**config.mk**
```make
export PLATFORM = sky130hd
export DESIGN_NAME = agu_top
export DESIGN_NICKNAME = d
export VERILOG_FILES = /design/src/rtl/agu_pkg.sv /design/src/rtl/agu_rev_add.sv /design/src/rtl/agu_top.sv
export SDC_FILE = /design/constraint.sdc
export NUM_CORES = 1
export LEC_CHECK = 0
export ABC_AREA = 0
export BUFFER_PORTS_ARGS = -buffer_cell sky130_fd_sc_hd__buf_2
export CORE_MARGIN = 1.5
export CORE_UTILIZATION = 55
export DETAILED_ROUTE_END_ITERATION = 7
export MAX_ROUTING_LAYER = met4
export PLACE_DENSITY = 0.81
export SLEW_MARGIN = 10
export SYNTH_ARGS = -nofsm -noshare
export SYNTH_HDL_FRONTEND = slang
export SYNTH_HIERARCHICAL = 1
export SYNTH_SLANG_ARGS = --single-unit
```
**constraint.sdc**
```tcl
create_clock -name core_clk -period 2.73 [get_ports core_clk]
set_input_delay 0.546 -clock core_clk [delete_from_list [all_inputs] [get_ports core_clk]]
set_output_delay 0.546 -clock core_clk [all_outputs]
set_load 0.01 [all_outputs]
```
**src/rtl/agu_pkg.sv**
```systemverilog
/*
 Package for the bit-reversed and program-space address unit.
 Holds register offsets, field positions, reset values and widths.
 Assumes a 32-bit Avalon-MM slave with word-aligned byte addresses.
*/
package agu_pkg;
    localparam int DATA_W = 16;
    localparam int PROG_W = 24;
    localparam int PVIS_W = 23;
    localparam int PAGE_W = 8;
    localparam int MOD_W  = 15;
    localparam int ADDR_W = 4;

    // Register byte offsets
    localparam logic [ADDR_W-1:0] OFS_MODULO   = 4'h0;
    localparam logic [ADDR_W-1:0] OFS_REVERSE  = 4'h4;
    localparam logic [ADDR_W-1:0] OFS_TBLPAGE  = 4'h8;
    localparam logic [ADDR_W-1:0] OFS_VISPAGE  = 4'hC;

    // Field positions
    localparam int MOD_SEL_LSB = 8;
    localparam int MOD_XEN_BIT = 15;
    localparam int REV_EN_BIT  = 15;

    // Pointer select value that names the stack pointer
    localparam logic [3:0] STACK_SEL = 4'hF;

    // Addressing mode codes from operand decode
    localparam logic [2:0] MODE_DIRECT  = 3'h0;
    localparam logic [2:0] MODE_IND     = 3'h1;
    localparam logic [2:0] MODE_POSTDEC = 3'h2;
    localparam logic [2:0] MODE_POSTINC = 3'h3;
    localparam logic [2:0] MODE_PREDEC  = 3'h4;
    localparam logic [2:0] MODE_PREINC  = 3'h5;

    localparam logic [15:0] RST_MODULO  = 16'h0000;
    localparam logic [15:0] RST_REVERSE = 16'h0000;
    localparam logic [7:0]  RST_PAGE    = 8'h00;

    typedef enum logic [1:0] {AGU_IDLE, AGU_RESP} agu_bus_e;
endpackage

```
**src/rtl/agu_rev_add.sv**
```systemverilog
/*
 Reverse-carry adder: adds a word-scaled modifier to a pointer with carry
 running from the most significant bit toward the least.
 Assumes purely combinational use inside the address unit.
*/
module agu_rev_add
    import agu_pkg::*;
#(
    parameter int W = 16
)
(
    input  wire logic [W-1:0] ptr,
    input  wire logic [W-1:0] modif,
    output logic      [W-1:0] sum
);
    logic [W-1:0] pr;
    logic [W-1:0] mr;
    logic [W:0]   rs;

    // Mirror, add normally, mirror back: same as reversed carry flow
    always_comb
    begin
        for (int i = 0; i < W; i++)
        begin
            pr[i] = ptr[W-1-i];
            mr[i] = modif[W-1-i];
        end
        rs = {1'b0, pr} + {1'b0, mr};
        for (int i = 0; i < W; i++)
        begin
            sum[i] = rs[W-1-i];
        end
    end
endmodule

```
**src/rtl/agu_top.sv**
```systemverilog
/*
 Address unit for bit-reversed write addressing and program-space
 address building (table page and visibility page).
 Assumes operand decode presents one request per cycle with req_valid,
 a single clock core_clk and registers reached over Avalon-MM.
*/
// The placing of the registers and the Avalon-MM slave port are this design's own decisions.
module agu_top
    import agu_pkg::*;
(
    input  wire logic              core_clk,
    input  wire logic              arst_n,
    // Avalon-MM slave
    input  wire logic [ADDR_W-1:0] avs_address,
    input  wire logic              avs_read,
    input  wire logic              avs_write,
    input  wire logic [31:0]       avs_writedata,
    input  wire logic [3:0]        avs_byteenable,
    output logic      [31:0]       avs_readdata,
    output logic                   avs_waitrequest,
    // Operand decode
    input  wire logic              req_valid,
    input  wire logic              req_write,
    input  wire logic              req_byte,
    input  wire logic [2:0]        req_mode,
    input  wire logic [3:0]        req_wreg,
    input  wire logic [DATA_W-1:0] req_ptr,
    input  wire logic              req_table,
    input  wire logic              req_hi_byte,
    // Write and read address unit results
    output logic                   wr_valid,
    output logic [DATA_W-1:0]      wr_ea,
    output logic [DATA_W-1:0]      wr_ptr_next,
    output logic                   wr_rev_active,
    output logic                   rd_modulo_en,
    // Program bus
    output logic                   prog_valid,
    output logic [PROG_W-1:0]      prog_addr,
    output logic                   prog_write,
    output logic                   prog_cfg,
    output logic                   prog_hi_byte,
    output logic                   prog_low_word,
    output logic                   prog_wr_reject
);
    typedef struct packed {
        agu_bus_e           bus;
        logic [31:0]        rdata;
        logic               wait_n;
        logic [15:0]        modulo_control_reg;
        logic [15:0]        reverse_control_reg;
        logic [PAGE_W-1:0]  table_page;
        logic [PAGE_W-1:0]  visibility_page;
        logic               wr_valid;
        logic [DATA_W-1:0]  wr_ea;
        logic [DATA_W-1:0]  wr_ptr_next;
        logic               wr_rev_active;
        logic               rd_modulo_en;
        logic               prog_valid;
        logic [PROG_W-1:0]  prog_addr;
        logic               prog_write;
        logic               prog_cfg;
        logic               prog_hi_byte;
        logic               prog_low_word;
        logic               prog_wr_reject;
    } agu_state_s;

    agu_state_s state_reg;
    agu_state_s state_next;

    logic [3:0]        reverse_pointer_select;
    logic              reverse_enable;
    logic              modulo_x_en;
    logic [MOD_W-1:0]  reverse_modifier;
    logic [DATA_W-1:0] mod_scaled;
    logic [DATA_W-1:0] rev_sum;

    function automatic logic is_inc_mode(input logic [2:0] m);
        is_inc_mode = (m == MODE_PREINC) || (m == MODE_POSTINC);
    endfunction

    function automatic logic [15:0] merge16(input logic [15:0] old,
                                            input logic [31:0] wd,
                                            input logic [3:0]  be);
        merge16 = {be[1] ? wd[15:8] : old[15:8], be[0] ? wd[7:0] : old[7:0]};
    endfunction

    assign reverse_pointer_select = state_reg.modulo_control_reg[MOD_SEL_LSB +: 4];
    assign modulo_x_en            = state_reg.modulo_control_reg[MOD_XEN_BIT];
    assign reverse_enable         = state_reg.reverse_control_reg[REV_EN_BIT];
    assign reverse_modifier       = state_reg.reverse_control_reg[MOD_W-1:0];
    assign mod_scaled             = {reverse_modifier, 1'b0};

    // Reverse-ordered carry within the scaled modifier field
    agu_rev_add #(.W(DATA_W)) u_rev_add
    (
        .ptr   (req_ptr),
        .modif (mod_scaled),
        .sum   (rev_sum)
    );

    always_comb
    begin
        logic        rev_mode;
        logic [15:0] step;
        logic [15:0] seq_ptr;
        logic [15:0] seq_ea;
        rev_mode   = 1'b0;
        step       = 16'h0000;
        seq_ptr    = 16'h0000;
        seq_ea     = 16'h0000;
        state_next = state_reg;

        // Bus slave: one wait cycle, answer in the second
        state_next.wait_n = 1'b0;
        case (state_reg.bus)
            AGU_IDLE:
            begin
                if (avs_read || avs_write)
                begin
                    state_next.bus    = AGU_RESP;
                    state_next.wait_n = 1'b1;
                    state_next.rdata  = 32'h0000_0000;
                    if (avs_write)
                    begin
                        case (avs_address)
                            OFS_MODULO:  state_next.modulo_control_reg =
                                             merge16(state_reg.modulo_control_reg, avs_writedata, avs_byteenable);
                            OFS_REVERSE: state_next.reverse_control_reg =
                                             merge16(state_reg.reverse_control_reg, avs_writedata, avs_byteenable);
                            OFS_TBLPAGE: if (avs_byteenable[0]) state_next.table_page = avs_writedata[7:0];
                            OFS_VISPAGE: if (avs_byteenable[0]) state_next.visibility_page = avs_writedata[7:0];
                            default:     state_next.rdata = 32'h0000_0000;
                        endcase
                    end
                    else
                    begin
                        case (avs_address)
                            OFS_MODULO:  state_next.rdata = {16'h0000, state_reg.modulo_control_reg};
                            OFS_REVERSE: state_next.rdata = {16'h0000, state_reg.reverse_control_reg};
                            OFS_TBLPAGE: state_next.rdata = {24'h000000, state_reg.table_page};
                            OFS_VISPAGE: state_next.rdata = {24'h000000, state_reg.visibility_page};
                            default:     state_next.rdata = 32'h0000_0000;
                        endcase
                    end
                end
            end
            AGU_RESP:
            begin
                state_next.bus = AGU_IDLE;
            end
            default:
            begin
                state_next.bus = AGU_IDLE;
            end
        endcase

        // Write address unit
        rev_mode = (reverse_pointer_select != STACK_SEL) && reverse_enable
                   && is_inc_mode(req_mode)
                   && (req_wreg == reverse_pointer_select)
                   && req_write && !req_byte;
        step     = req_byte ? 16'h0001 : 16'h0002;
        case (req_mode)
            MODE_POSTINC, MODE_PREINC:   seq_ptr = req_ptr + step;
            MODE_POSTDEC, MODE_PREDEC:   seq_ptr = req_ptr - step;
            default:                     seq_ptr = req_ptr;
        endcase
        seq_ea = (req_mode == MODE_PREINC || req_mode == MODE_PREDEC) ? seq_ptr : req_ptr;

        state_next.wr_valid      = req_valid && req_write && !req_table;
        state_next.wr_rev_active = req_valid && rev_mode;
        if (rev_mode)
        begin
            // Pointer and result stay in normal order; modifier replaces increment
            state_next.wr_ptr_next = {rev_sum[15:1], 1'b0};
            state_next.wr_ea       = (req_mode == MODE_PREINC) ? {rev_sum[15:1], 1'b0}
                                                               : {req_ptr[15:1], 1'b0};
        end
        else
        begin
            state_next.wr_ptr_next = seq_ptr;
            state_next.wr_ea       = seq_ea;
        end
        // Modulo enable drives the read unit only: cleared on every write, reversal or not
        state_next.rd_modulo_en = modulo_x_en && req_valid && !req_write;
        if (rev_mode)
        begin
            state_next.rd_modulo_en = 1'b0;
        end

        // Program space address construction
        state_next.prog_valid     = 1'b0;
        state_next.prog_write     = 1'b0;
        state_next.prog_cfg       = 1'b0;
        state_next.prog_hi_byte   = 1'b0;
        state_next.prog_low_word  = 1'b0;
        state_next.prog_wr_reject = 1'b0;
        if (req_valid && req_table)
        begin
            state_next.prog_valid   = 1'b1;
            state_next.prog_addr    = {state_reg.table_page, req_ptr};
            state_next.prog_cfg     = state_reg.table_page[PAGE_W-1];
            state_next.prog_write   = req_write;
            state_next.prog_hi_byte = req_hi_byte;
        end
        else if (req_valid && req_ptr[DATA_W-1])
        begin
            if (req_write)
            begin
                state_next.prog_wr_reject = 1'b1;
            end
            else
            begin
                state_next.prog_valid    = 1'b1;
                state_next.prog_low_word = 1'b1;
                state_next.prog_addr     = {1'b0, state_reg.visibility_page, req_ptr[14:0]};
            end
        end
    end

    always_ff @(posedge core_clk or negedge arst_n)
    begin
        if (!arst_n)
        begin
            state_reg                     <= '0;
            state_reg.bus                 <= AGU_IDLE;
            state_reg.modulo_control_reg  <= RST_MODULO;
            state_reg.reverse_control_reg <= RST_REVERSE;
            state_reg.table_page          <= RST_PAGE;
            state_reg.visibility_page     <= RST_PAGE;
        end
        else
        begin
            state_reg <= state_next;
        end
    end

    // Waitrequest high except in the answer cycle; idle low would mislead a master
    assign avs_waitrequest = !state_reg.wait_n;
    assign avs_readdata    = state_reg.rdata;
    assign wr_valid        = state_reg.wr_valid;
    assign wr_ea           = state_reg.wr_ea;
    assign wr_ptr_next     = state_reg.wr_ptr_next;
    assign wr_rev_active   = state_reg.wr_rev_active;
    assign rd_modulo_en    = state_reg.rd_modulo_en;
    assign prog_valid      = state_reg.prog_valid;
    assign prog_addr       = state_reg.prog_addr;
    assign prog_write      = state_reg.prog_write;
    assign prog_cfg        = state_reg.prog_cfg;
    assign prog_hi_byte    = state_reg.prog_hi_byte;
    assign prog_low_word   = state_reg.prog_low_word;
    assign prog_wr_reject  = state_reg.prog_wr_reject;
endmodule

```
# After elaboration in Yosys (flattened, before gate mapping)

Index checks and enable logic that the tools add are counted.
W data, S select, Z words.

Logic and storage cells: 97
Bits of input ports: 72
Output and inout bits: 98
Register bits: 148

Equal/unequal tests: 11
Reductions and logical operators: 32
Add/subtract/negate cells: 3
Multiplexer cells: 30

Operator list:

| operator             | count |
|---|---|
| $mux W83             | 1 |
| $mux W25             | 3 |
| $mux W16             | 4 |
| $mux W32             | 2 |
| $mux W8              | 8 |
| $pmux W16 S4         | 1 |
| $mux W49             | 1 |
| $mux W48             | 1 |
| $pmux W16 S2         | 1 |
| $reduce_and A5 Y1    | 6 |
| $add A16 B2 Y16      | 1 |
| $sub A16 B2 Y16      | 1 |
| $add A15 B15 Y15     | 1 |
| $logic_and A1 B1 Y1  | 12 |
| $eq A4 B4 Y1 const B | 2 |
| $mux W2              | 4 |
| $eq A3 B2 Y1 const B | 2 |
| $eq A3 B3 Y1 const B | 2 |
| $eq A4 B3 Y1 const B | 1 |
| $eq A4 B4 Y1         | 1 |
| $logic_not A1 Y1     | 4 |
| $logic_not A4 Y1     | 1 |
| $ne A4 B4 Y1 const B | 1 |
| $reduce_and A2 Y1    | 2 |
| 8 further kinds      | 13 |

# Depth between registers and ports, before layout

Depth after elaboration: 7
Depth in mapped cells: 10
Mapped depth without buffers: 10

# Modules after synthesis

Netlist, hierarchy kept.

By module, submodules not included:

| module      | cells an instance | seq. area each (um^2) | times used | area each (um^2) |
|---|---|---|---|---|
| agu_top     | 678               | 3278.1                | 1          | 6954.2 |
| agu_rev_add | 98                | 0.0                   | 1          | 724.4 |

# Worst setup path before layout

OpenSTA, ideal clock, no wires.

Path type: input port to flip-flop
Start point: input req_mode[2]
End point: register state_reg, in the netlist wr_ea[14]
Arrival time: 3.252 ns
Cell stages on the path: 10
Data required time: 2.588 ns
Slack: -0.665 ns
Buffers on the path: 0
Library setup time: 0.142 ns
Cells stage by stage: xnor2_1 -> nor2_1 -> and2_1 -> fa_1 -> a21oi_1 -> o2bb2ai_1 -> o211a_4 -> o41ai_4 -> xor2_1 -> o221ai_1

RTL lines:

| item                 | RTL line       | RTL |
|---|---|---|
| start, declared      | agu_top.sv:25  | `input wire logic [2:0] req_mode,` |
| end signal, assigned | agu_top.sv:234 | `state_reg <= state_next;` |
| end, declared        | agu_top.sv:67  | `agu_state_s state_reg;` |

==> flow_summary.ini <==
[global_routing]
grt_usage_pct = 27.67
grt_pass1_vias = 5848
grt_pass1_wl_um = 29980
antenna_found_initial = 1
grt_max_degree = 132
gr-total-overflow = 0

[timing]
grt_setup_unrepaired = true
setup_ws_ns = 0.08245
final_max_slew_viol_count = 0
hold_viol_final = 0
slew-limit-headroom_pct = 38.83
min_period_over_period_pct = 96.98
setup_viol = 0
tightest_slew_ns = 0.9176
period_minus_slack_ns = 2.648
fmax_mhz = 377.7
clock_skew_ns = 0.009394

[clocking]
clock_sinks = 131
cts_buffers = 17
ctsHoldBuffers = 0
insertion_delay_ns = 0.43
clk_path_buf_depth = 2
ctsRootBufferMaster = clkbuf_16
clk_pin_slew_ns = 0.06
tritoncts = built
htree_levels = 4

[floorplanning]
coreArea_um2 = 13400
die_h_um = 120.6
rows = 42
dieArea_um2 = 14560
ios = 170
start_util_pct = 56.81
die_w_um = 120.6

[synthesis]
synthCells = 765
syn-mean-instance-area_um2 = 9.951
netlist_area_um2 = 7612
ys_warn_count = 6

[layout]
final_cell_mix = 134 x buf_2, 131 x dfrtp_1, 115 x nand2_1
nFillCells = 1061
utilization_pct = 65.86
seq_area_um2 = 3278
nets = 966
multiInputGateArea_um2 = 3621
area_delta_synth_final_pct = 15.94
drive_gt1_share_pct = 32.27
final_cells = 1051
layout_commonest_cell = buf_2
largest_reg_flops = 29
finalInstanceArea_um2 = 8826

[status]
run_status = completed

[worst_setup_path]
reg2reg_slack_ns = 0.08
crit_path_start_kind = flop
r2r_start = mod_scaled[15]$_DFFE_PN0P_
cp.required_ns = 3.03
reg2reg_to = wr_ptr_next[3]$_DFF_PN0_
reg2reg_depth = 11
arrival_ns = 2.95
crit_type = reg2reg
worst_setup_path_end_kind = flop
cp_max_fo = 3

[drt]
wl_per_cell_um = 17.73
drtIter0Drc = 416
via_per_inst = 5.743
wl_um = 18630
dr.pass1.iters = 4
vias = 6036
antenna_left = 0
drc = 0

[placed_design]
io_buffers = 135
place_ws_ns = -0.2473
dpl.hpwl_um = 13460
place_inst = 1016
dpl-instance-area_um2 = 8149
routabilityCongestion = 0.9838

[run]
max-cap-violations = 0

[power_and_ir_drop]
power_mw = 6.156
ir_drop_uv = 389.0
p_leak_nw = 4.446
powerDensity_nw_per_um2 = 697.5

[hold_path]
hold_path_class = in2async
[report_power, final]
part           total [mW]  switching, mW  leakage (nW)  internal (mW)
clock network        2.39          0.869         0.296           1.52
registers            2.35          0.154          1.68           2.19
logic                1.42          0.781          2.47          0.639
[layout make-up]
cell class | instances | area share [%]
clock inverters | 13 | 2.098
clock buffers | 18 | 4.862
repair buffers | 180 | 11.79
flip-flops and latches | 131 | 37.14
inverters | 13 | 0.5529
well taps | 176 | 2.495
multi-input cells | 519 | 41.03
diodes | 1 | 0.02835
[repair_timing]
| action | CTS | global route |
|---|---|---|
| gates resized for setup | 1 | 8 |
| endpoints found under the setup margin | 1 | 3 |
| buffers inserted | 0 | 3 |
| pin swaps | 0 | 6 |
[stage by stage]
step	hold WS, ns	setup TNS (ns)
3_3_place_gp	0.4487	-1.161
6_report	0.1650	0
3_5_place_dp	0.4560	-1.714
2_1_floorplan	0.2504	-0.1002
5_1_grt	0.2930	-0.09718
4_1_cts	0.2628	0
[metal layers]
metal | vias up | part of all wire [%] | track usage (%)
met5 | - | 0 | -
met4 | 0 | 2.9 | 11.62
met3 | 36 | 6.6 | 5.330
met2 | 238 | 48 | 43.54
met1 | 2959 | 42 | 35.24
li1 | 2803 | - | -
[worst max-delay path by stage]
stage                                from                  endpoint  slack [ns]  cells after the start
2_1_floorplan                 req_mode[1]       wr_ea[12]$_DFF_PN0_       -0.05                     10
3_3_place_gp                  req_ptr[15]        wr_ea[3]$_DFF_PN0_       -0.18                     11
3_5_place_dp                  req_ptr[15]        wr_ea[3]$_DFF_PN0_       -0.25                     11
4_1_cts        mod_scaled[15]$_DFFE_PN0P_        wr_ea[3]$_DFF_PN0_        0.01                     10
5_1_grt        mod_scaled[15]$_DFFE_PN0P_        wr_ea[3]$_DFF_PN0_       -0.06                     10
6_report       mod_scaled[15]$_DFFE_PN0P_  wr_ptr_next[3]$_DFF_PN0_        0.08                     11
[critical path, cell delays in order, from the launching register on]
cell      delay, ns
dfrtp_1        0.41
ha_4           0.18
fa_2           0.37
a21o_4         0.23
a311oi_4       0.33
nor3_2         0.11
o41ai_2        0.36
xnor2_1        0.15
buf_4          0.15
buf_4          0.12
nand2_1        0.06
o21ai_1        0.06
(Power assumes the default switching activity.)
